### src/bpwei_pkg.sv
package bpwei_pkg;

  // Port geometry
  localparam int NPIN = 8;
  localparam int NVEC = 7;
  localparam int AW = 3;

  // Register indices on the plain register port
  localparam logic [2:0] REG_DATA = 3'h0;
  localparam logic [2:0] REG_DIR = 3'h1;
  localparam logic [2:0] REG_OPT = 3'h2;
  localparam logic [2:0] REG_SENS_LO = 3'h3;
  localparam logic [2:0] REG_SENS_HI = 3'h4;
  localparam logic [2:0] REG_PEND = 3'h5;
  localparam logic [2:0] REG_LEVEL = 3'h6;

  // Reset values
  localparam logic [7:0] RST_BYTE = 8'h00;
  localparam logic [13:0] RST_SENS = 14'h0000;
  localparam logic [7:0] RST_OE_N = 8'hff;

  // Field layout of the two sensitivity registers
  localparam int SENS_W = 2;
  localparam int SENS_LO_W = 8;
  localparam int SENS_HI_W = 6;

  // Sensitivity codes per vector
  localparam logic [1:0] SENS_FALL_LOW = 2'h0;
  localparam logic [1:0] SENS_RISE = 2'h1;
  localparam logic [1:0] SENS_FALL = 2'h2;
  localparam logic [1:0] SENS_BOTH = 2'h3;

  // Pins without pull-up or high-side driver
  localparam logic [7:0] TRUE_OD_MASK = 8'h50;

  // Vector of each pin, three bits per pin, pin 0 lowest
  localparam logic [23:0] PIN_VEC_MAP = {3'h0, 3'h6, 3'h5, 3'h4, 3'h3, 3'h2, 3'h1, 3'h0};

  // State of one vector detector
  typedef struct packed {
    logic prev;
    logic pend;
  } bpwei_det_st_t;

  // State of the port
  typedef struct packed {
    logic [7:0] data;
    logic [7:0] dir;
    logic [7:0] opt;
    logic [13:0] sens;
    logic [7:0] sync1;
    logic [7:0] sync2;
    logic [7:0] pin_out;
    logic [7:0] oe_n;
    logic [7:0] pull;
    logic [7:0] alt_in;
    logic [7:0] rdata;
    logic [6:0] irq;
    logic wake;
  } bpwei_port_st_t;

endpackage : bpwei_pkg

### src/bpwei_vec_det.sv
`timescale 1ns/1ps
module bpwei_vec_det (
  input wire logic clk_in,
  input wire logic rstn_in,
  input wire logic lvl_in,
  input wire logic [1:0] sens_in,
  input wire logic fetch_in,
  input wire logic discard_in,
  output logic pend_out
);
  import bpwei_pkg::*;

  bpwei_det_st_t s_r;
  bpwei_det_st_t s_nxt;
  logic rise;
  logic fall;
  logic hit;

  // Event detection and request latch
  always_comb begin
    s_nxt = s_r;
    rise = ~s_r.prev & lvl_in;
    fall = s_r.prev & ~lvl_in;
    unique case (sens_in)
      SENS_FALL_LOW: hit = ~lvl_in; // RL22
      SENS_RISE: hit = rise; // RL22
      SENS_FALL: hit = fall; // RL22
      SENS_BOTH: hit = rise | fall; // RL22
    endcase
    s_nxt.prev = lvl_in;
    if (discard_in) begin
      s_nxt.pend = 1'b0; // RL9
    end else begin
      s_nxt.pend = hit | (s_r.pend & ~fetch_in); // RL8
    end
  end

  // State register; idle line level is high
  always_ff @(posedge clk_in or negedge rstn_in) begin
    if (!rstn_in) begin
      s_r <= '{prev: 1'b1, pend: 1'b0};
    end else begin
      s_r <= s_nxt;
    end
  end

  assign pend_out = s_r.pend;

endmodule : bpwei_vec_det

### src/bpwei_port.sv
`timescale 1ns/1ps
// Contract
// [RL1] Input pin: data read returns the synchronised live pin level.
// [RL2] Data writes always update the latch, pin untouched while input.
// [RL3] Software avoids bit set or clear on the data latch.
// [RL4] Option bit on an input pin makes it an interrupt input.
// [RL5] Each vector has its own sensitivity code in a control register.
// [RL6] Seven vectors; several pins may share one vector.
// [RL7] Enabled pins on one vector are ANDed before event detection.
// [RL8] Vector fetch clears that vector's request latch.
// [RL9] Changing a vector's sensitivity discards its pending request.
// [RL10] Request reaches processor only if pin configured and mask clear.
// [RL11] Output pin drives the latch; read returns the latch.
// [RL12] Push-pull drives both levels; open-drain drives low, floats high.
// [RL13] Peripheral output enable forces output and overrides port settings.
// [RL14] Input pin with peripheral output: read returns peripheral output.
// [RL15] Output pin with peripheral input: peripheral sees the latch.
// [RL16] Software uses floating input without interrupt for alternate inputs.
// [RL17] Software selects floating input before analog use.
// [RL18] True open-drain pins never pull up nor drive high.
// [RL19] Pins keep state in low-power modes; events raise wake.
// [RL20] Direction/option: 00 float, 01 pull-up irq, 10 open-drain, 11 push-pull.
// [RL21] Data, direction and option reset to zero.
// [RL22] Sensitivity: 00 fall+low, 01 rise, 10 fall, 11 both.
// [RL23] True open-drain: 00 float, 01 float irq, 1x open-drain.
// [RL24] Pin inputs pass two flip-flops before any use.
module bpwei_port (
  input wire logic clk_in,
  input wire logic rstn_in,
  input wire logic [bpwei_pkg::AW-1:0] addr_in,
  input wire logic [7:0] wdata_in,
  input wire logic wr_in,
  input wire logic rd_in,
  output logic [7:0] rdata_out,
  input wire logic [7:0] pin_in,
  output logic [7:0] pin_out,
  output logic [7:0] pin_oe_n_out,
  output logic [7:0] pull_up_out,
  input wire logic [7:0] alt_oe_in,
  input wire logic [7:0] alt_out_in,
  output logic [7:0] alt_in_out,
  input wire logic [bpwei_pkg::NVEC-1:0] vec_fetch_in,
  input wire logic cond_code_mask_in,
  output logic [bpwei_pkg::NVEC-1:0] irq_req_out,
  output logic wake_out
);
  import bpwei_pkg::*;

  bpwei_port_st_t s_r;
  bpwei_port_st_t s_nxt;

  // Combined level per vector and sensitivity-change discard
  logic [NVEC-1:0] vec_lvl;
  logic [NVEC-1:0] vec_discard;
  logic [NVEC-1:0] vec_pend;

  // Per-pin decode helpers
  logic [7:0] irq_en;
  logic [7:0] drive_en;
  logic [7:0] drive_val;
  logic [7:0] push_pull;
  logic [7:0] rd_view;

  // Main next-state logic
  always_comb begin
    s_nxt = s_r;
    vec_lvl = '1;
    vec_discard = '0;
    irq_en = '0;
    drive_en = '0;
    drive_val = '0;
    push_pull = '0;
    rd_view = '0;

    // Two-stage synchroniser on the pads
    s_nxt.sync1 = pin_in; // RL24
    s_nxt.sync2 = s_r.sync1; // RL24

    // Interrupt input when direction is 0 and option is 1
    irq_en = ~s_r.dir & s_r.opt; // RL4 RL20 RL23

    // AND the enabled pins of each vector; idle vectors sit high
    for (int v = 0; v < NVEC; v++) begin
      for (int i = 0; i < NPIN; i++) begin
        if (irq_en[i] && PIN_VEC_MAP[3*i +: 3] == 3'(v)) begin
          vec_lvl[v] = vec_lvl[v] & s_r.sync2[i]; // RL6 RL7
        end
      end
    end

    // Pad control per pin
    for (int i = 0; i < NPIN; i++) begin
      // Peripheral output takes the pin over
      drive_en[i] = alt_oe_in[i] | s_r.dir[i]; // RL13 RL11
      drive_val[i] = alt_oe_in[i] ? alt_out_in[i] : s_r.data[i]; // RL13
      // Push-pull only where a high-side driver exists
      push_pull[i] = ~TRUE_OD_MASK[i] & (alt_oe_in[i] | s_r.opt[i]); // RL18 RL20 RL23
      if (!drive_en[i]) begin
        // Input: released pad, latch kept for later
        s_nxt.pin_out[i] = 1'b0; // RL2
        s_nxt.oe_n[i] = 1'b1; // RL1
      end else if (push_pull[i]) begin
        s_nxt.pin_out[i] = drive_val[i]; // RL12
        s_nxt.oe_n[i] = 1'b0; // RL12
      end else begin
        // Open-drain: pull low for 0, float for 1
        s_nxt.pin_out[i] = 1'b0; // RL12
        s_nxt.oe_n[i] = drive_val[i]; // RL12
      end
      // Pull-up only on an input with option set, never on true open-drain
      s_nxt.pull[i] = ~drive_en[i] & s_r.opt[i] & ~TRUE_OD_MASK[i]; // RL18 RL20
      // Peripheral input sees the latch on an output pin
      if (s_r.dir[i] && !alt_oe_in[i]) begin
        s_nxt.alt_in[i] = s_r.data[i]; // RL15
      end else begin
        s_nxt.alt_in[i] = s_r.sync2[i];
      end
      // Data read view
      if (alt_oe_in[i]) begin
        rd_view[i] = alt_out_in[i]; // RL14 RL13
      end else if (s_r.dir[i]) begin
        rd_view[i] = s_r.data[i]; // RL11
      end else begin
        rd_view[i] = s_r.sync2[i]; // RL1
      end
    end

    // Register writes
    if (wr_in) begin
      unique case (addr_in)
        REG_DATA: s_nxt.data = wdata_in; // RL2
        REG_DIR: s_nxt.dir = wdata_in;
        REG_OPT: s_nxt.opt = wdata_in;
        REG_SENS_LO: s_nxt.sens[SENS_LO_W-1:0] = wdata_in; // RL5
        REG_SENS_HI: s_nxt.sens[13:SENS_LO_W] = wdata_in[SENS_HI_W-1:0]; // RL5
        default: ;
      endcase
    end

    // A changed code throws away the pending request of that vector
    for (int v = 0; v < NVEC; v++) begin
      vec_discard[v] = s_nxt.sens[SENS_W*v +: SENS_W] != s_r.sens[SENS_W*v +: SENS_W]; // RL9
    end

    // Register reads, data valid only in the following cycle
    s_nxt.rdata = RST_BYTE;
    if (rd_in) begin
      unique case (addr_in)
        REG_DATA: s_nxt.rdata = rd_view;
        REG_DIR: s_nxt.rdata = s_r.dir;
        REG_OPT: s_nxt.rdata = s_r.opt;
        REG_SENS_LO: s_nxt.rdata = s_r.sens[SENS_LO_W-1:0];
        REG_SENS_HI: s_nxt.rdata = {2'h0, s_r.sens[13:SENS_LO_W]};
        REG_PEND: s_nxt.rdata = {1'b0, vec_pend};
        REG_LEVEL: s_nxt.rdata = s_r.sync2;
        default: s_nxt.rdata = RST_BYTE;
      endcase
    end

    // Requests gated by the processor mask; wake ignores the mask
    s_nxt.irq = vec_pend & {NVEC{~cond_code_mask_in}}; // RL10
    s_nxt.wake = |vec_pend; // RL19
  end

  // One detector per vector
  for (genvar v = 0; v < NVEC; v++) begin : g_vec
    bpwei_vec_det u_det (
      .clk_in(clk_in),
      .rstn_in(rstn_in),
      .lvl_in(vec_lvl[v]),
      .sens_in(s_r.sens[SENS_W*v +: SENS_W]),
      .fetch_in(vec_fetch_in[v]),
      .discard_in(vec_discard[v]),
      .pend_out(vec_pend[v])
    );
  end

  // State register; all pins start as floating inputs
  always_ff @(posedge clk_in or negedge rstn_in) begin
    if (!rstn_in) begin
      s_r.data <= RST_BYTE; // RL21
      s_r.dir <= RST_BYTE; // RL21
      s_r.opt <= RST_BYTE; // RL21
      s_r.sens <= RST_SENS;
      s_r.sync1 <= RST_BYTE;
      s_r.sync2 <= RST_BYTE;
      s_r.pin_out <= RST_BYTE;
      s_r.oe_n <= RST_OE_N;
      s_r.pull <= RST_BYTE;
      s_r.alt_in <= RST_BYTE;
      s_r.rdata <= RST_BYTE;
      s_r.irq <= '0;
      s_r.wake <= 1'b0;
    end else begin
      s_r <= s_nxt; // RL19
    end
  end

  // Outputs straight from flip-flops
  assign rdata_out = s_r.rdata;
  assign pin_out = s_r.pin_out;
  assign pin_oe_n_out = s_r.oe_n;
  assign pull_up_out = s_r.pull;
  assign alt_in_out = s_r.alt_in;
  assign irq_req_out = s_r.irq;
  assign wake_out = s_r.wake;

endmodule : bpwei_port

### config.mk
export PLATFORM = sky130hd
export DESIGN_NAME = bpwei_port
export DESIGN_NICKNAME = d
export VERILOG_FILES = /design/src/bpwei_pkg.sv /design/src/bpwei_vec_det.sv /design/src/bpwei_port.sv
export SDC_FILE = /design/constraint.sdc
export NUM_CORES = 1
export LEC_CHECK = 0
export BUFFER_PORTS_ARGS = -buffer_cell sky130_fd_sc_hd__buf_2
export CORE_AREA = 2 2 115 117
export CTS_CLUSTER_DIAMETER = 100
export DETAILED_ROUTE_END_ITERATION = 6
export DIE_AREA = 0 0 117 119
export MAX_ROUTING_LAYER = met4
export PLACE_DENSITY_LB_ADDON = 0.15
export SETUP_SLACK_MARGIN = 0.2
export SYNTH_ARGS = -nofsm -noshare
export SYNTH_HDL_FRONTEND = slang
export SYNTH_SLANG_ARGS = --single-unit
### constraint.sdc
create_clock -name clk_in -period 1.5 [get_ports clk_in]
set_input_delay 0.075 -clock clk_in [delete_from_list [all_inputs] [get_ports clk_in]]
set_output_delay 0.075 -clock clk_in [all_outputs]
set_load 0.005 [all_outputs]
==> flow_metrics.py <==
metrics = {
    "placed_design": {
        "port_buffers": 90,
        "gp_congestion": 0.830,
        "dp_hpwl_mm": 8.98,
    },
    "yosys": {
        "synth_enable_flop_cells": 0,
        "ys.flop_type": "dfrtp_1",
        "yosysMostFrequentCell": "dfrtp_1",
        "synth_seq_cells": 112,
        "syn-cell-area_um2": 5600,
        "synth_xor_area_share_pct": 2.19,
        "yosys.area.top_type": "dfrtp_1",
        "synth_top_family_by_area": "multiplexers",
        "synth_cell_type_count": 51,
        "avgSynthCellArea_um2": 11.6,
        "synth_top_area_share_pct": 43.4,
        "synth.area.top_cells": "dfrtp_1 43%, dfstp_2 7.0%, buf_4 6.7%",
        "synth_mux_area_share_pct": 12.7,
        "synthArstFlopShare_pct": 100,
        "synthAdderAreaFrac_pct": 3.13,
        "synthSimpleGateAreaFrac_pct": 10.3,
        "yosysSeqAreaShare_pct": 50.4,
        "synth_common_cells": "97 x dfrtp_1, 50 x buf_4, 30 x mux2_2",
        "synth_compound_area_share_pct": 10.4,
        "syn_inst": 481,
        "yosys_warnings": 0,
    },
    "global_routing": {
        "grt_max_degree": 45,
        "grt_usage_pct": 19.9,
        "grt_pass1_vias": 3896,
        "grt_pass1_wl_mm": 20.3,
        "grt-ovfl-total": 0,
        "antenna_found_initial": 0,
    },
    "layout": {
        "seq_area_um2": 2820,
        "multi_input_area_um2": 2360,
        "drive_gt1_share_pct": 43.8,
        "antennaDiodeCount": 0,
        "areaGrowthSynthToFinish_pct": 26.8,
        "fillCellCount": 1126,
        "final_core_util_pct": 55.1,
        "nNetsFinal": 675,
    },
    "power": {
        "power_density_nw_per_um2": 1210,
        "power.total_w": 0.00859,
        "max-vdd-ir-drop_mv": 0.582,
        "leakagePower_nw": 3.37,
    },
    "clocking": {
        "clk_latency_ns": 0.36,
        "clockRootBuffer": "clkbuf_16",
        "path_clk_slew_ns": 0.08,
        "cts_buffer_depth": 2,
        "cts_htree_levels": 3,
        "cts_buffers": 9,
        "cts_tree": "done",
        "cts_sinks": 112,
    },
    "critical_path": {
        "start_kind": "flip-flop",
        "critPathCaptureType": "flip-flop",
        "arrival_ns": 1.81,
        "ff2ff_setup_slack_ns": -0.06,
        "cp_max_fo": 3,
        "worstSetupPathType": "reg -> reg",
        "required_ns": 1.75,
    },
    "sta": {
        "finalHoldViolCount": 0,
        "maxSlewViolCount": 0,
        "fin_crit_ns": 1.56,
        "skew_ns": 0.00713,
        "clock.fmax_mhz": 643,
        "final-setup-viol-count": 3,
        "rsz0062_at_grt": "yes",
        "min_period_over_period_pct": 104,
        "finalWorstSetupSlack_ns": -0.0560,
        "holdWs_ns": 0.0289,
    },
    "floorplanning": {
        "die_h_um": 119,
        "rows": 42,
        "io_pins": 95,
        "start_util_pct": 43.5,
        "core_area_um2": 12900,
        "dieArea_um2": 13900,
        "die_w_um": 117,
    },
    "detailed_routing": {
        "drc": 0,
        "dr_total_vias": 3869,
        "wl_per_cell_um": 16.0,
        "wl_mm": 12.7,
        "drt-initial-drc-count": 193,
        "firstDrtPassIters": 4,
        "via_per_inst": 4.87,
        "antenna_left": 0,
    },
    "job": {
        "max_cap_viol_count": 0,
    },
    "outcome": {
        "status": "complete, but fails checks",
        "violations": "negative setup slack",
    },
    "hold_path": {
        "worstHoldPathType": "in -> reg",
    },
}
-- per-layer routing --
metal  GRT usage, %  share of wire (%)  up-vias
met5              -                  0        -
met4           7.21                1.6        0
met3           3.26                2.9       10
met2           31.1                 48       72
met1           26.3                 47     1917
li1               -                  -     1870
-- power breakdown --
group,internal [W],total [W],switching (W)
clock network,0.00115,0.00230,0.00115
registers,0.00358,0.00402,0.000436
logic,0.00130,0.00227,0.000970
-- layout by cell type (no fill, tap or decap), types with 4 or more instances in the layout --
master / synthesis / routed
clkbuf_16: 0 / 9
nand2b_1: 9 / 8
nand3b_1: 5 / 5
inv_2: 0 / 4
mux2_4: 14 / 18
buf_6: 7 / 8
nor2b_1: 11 / 9
a22oi_1: 5 / 4
nor3b_1: 12 / 6
a21o_1: 5 / 5
nand2_1: 22 / 19
dfrtp_1: 97 / 97
inv_1: 26 / 22
mux2i_1: 16 / 16
dlygate4sd3_1: 0 / 25
ha_4: 0 / 4
o21ai_1: 0 / 6
o211ai_1: 7 / 7
nor2_1: 21 / 21
xor2_1: 12 / 12
o21a_1: 5 / 5
dfstp_2: 15 / 15
buf_12: 1 / 4
a21oi_1: 20 / 17
o221ai_1: 4 / 4
nand3_1: 8 / 8
buf_2: 2 / 89
a31oi_1: 4 / 4
o21ai_0: 21 / 15
ha_1: 14 / 9
mux2_2: 30 / 26
buf_4: 50 / 59
conb_1: 1 / 4
-- worst paths after layout --
| check | startpoint | to | cells after the start |
|---|---|---|---|
| max | s_r[84] | g_vec[6].u_det.pend_out | 7 |
| min | wdata_in[7] | s_r[71] | 2 |
| max reg2reg | s_r[84] | g_vec[6].u_det.pend_out | 7 |
| min reg2reg | s_nxt[55] | s_r[55] | 0 |
| max in group asynchronous | rstn_in | pin_oe_n_out[1] | 3 |
| min in group asynchronous | rstn_in | s_r[66] | 2 |
-- final cells by class --
class,instances,share of cell area [%]
clock buffer,10,3.23
multi-input combinational,280,33.3
clock inverter,6,0.741
tap,176,3.10
timing repair buffer,185,18.4
sequential,112,39.8
inverter,26,1.38
-- state kept, by name (all words and copies together) (netlist names) --
signal,flops
pull_up_out,6
rdata_out,8
s_nxt,8
s_r,46
pin_oe_n_out,8
g_vec.u_det.s_r,7
wake_out,1
g_vec.u_det.pend_out,7
alt_in_out,8
pin_out,6
irq_req_out,7
-- timing repair --
action | CTS | global route
hold buffers | 25 | 0
hold endpoints to repair | 131 | 0
resized for setup | 12 | 25
setup endpoints to repair | 10 | 17
gates cloned | 0 | 0
pin swaps | 13 | 18
setup buffers | 15 | 7
-- metrics by stage --
| stage | worst slack, ns | setup TNS, ns | area (µm²) | std cells |
|---|---|---|---|---|
| global route | -0.145 | -0.541 | 7090 | 795 |
| CTS | -0.0110 | -0.0110 | 6940 | 788 |
| detailed placement | -0.0103 | -0.0103 | 6240 | 732 |
| finish | -0.0560 | -0.0923 | 7090 | 795 |
| floorplan | -0.0145 | -0.0383 | 5700 | 484 |
| global placement | 0.00638 | 0 | 6240 | 732 |
-- worst max-delay path: stages (launching register included) --
cell	delay, ns
dfrtp_1	0.40
nor3b_2	0.17
buf_4	0.13
buf_4	0.13
ha_1	0.19
o211ai_1	0.16
o221ai_1	0.12
and2_1	0.15
-- logic make-up (layout without fill, tap and decap cells) --
family	Yosys count	in the layout
fa+ha+maj	14	14
mux	60	60
other cells	1	4
simple gates	101	101
flops	112	112
xor+xnor	14	14
buf+inv	92	227
compound gates	87	87
Power figures use the tool's default switching activity.
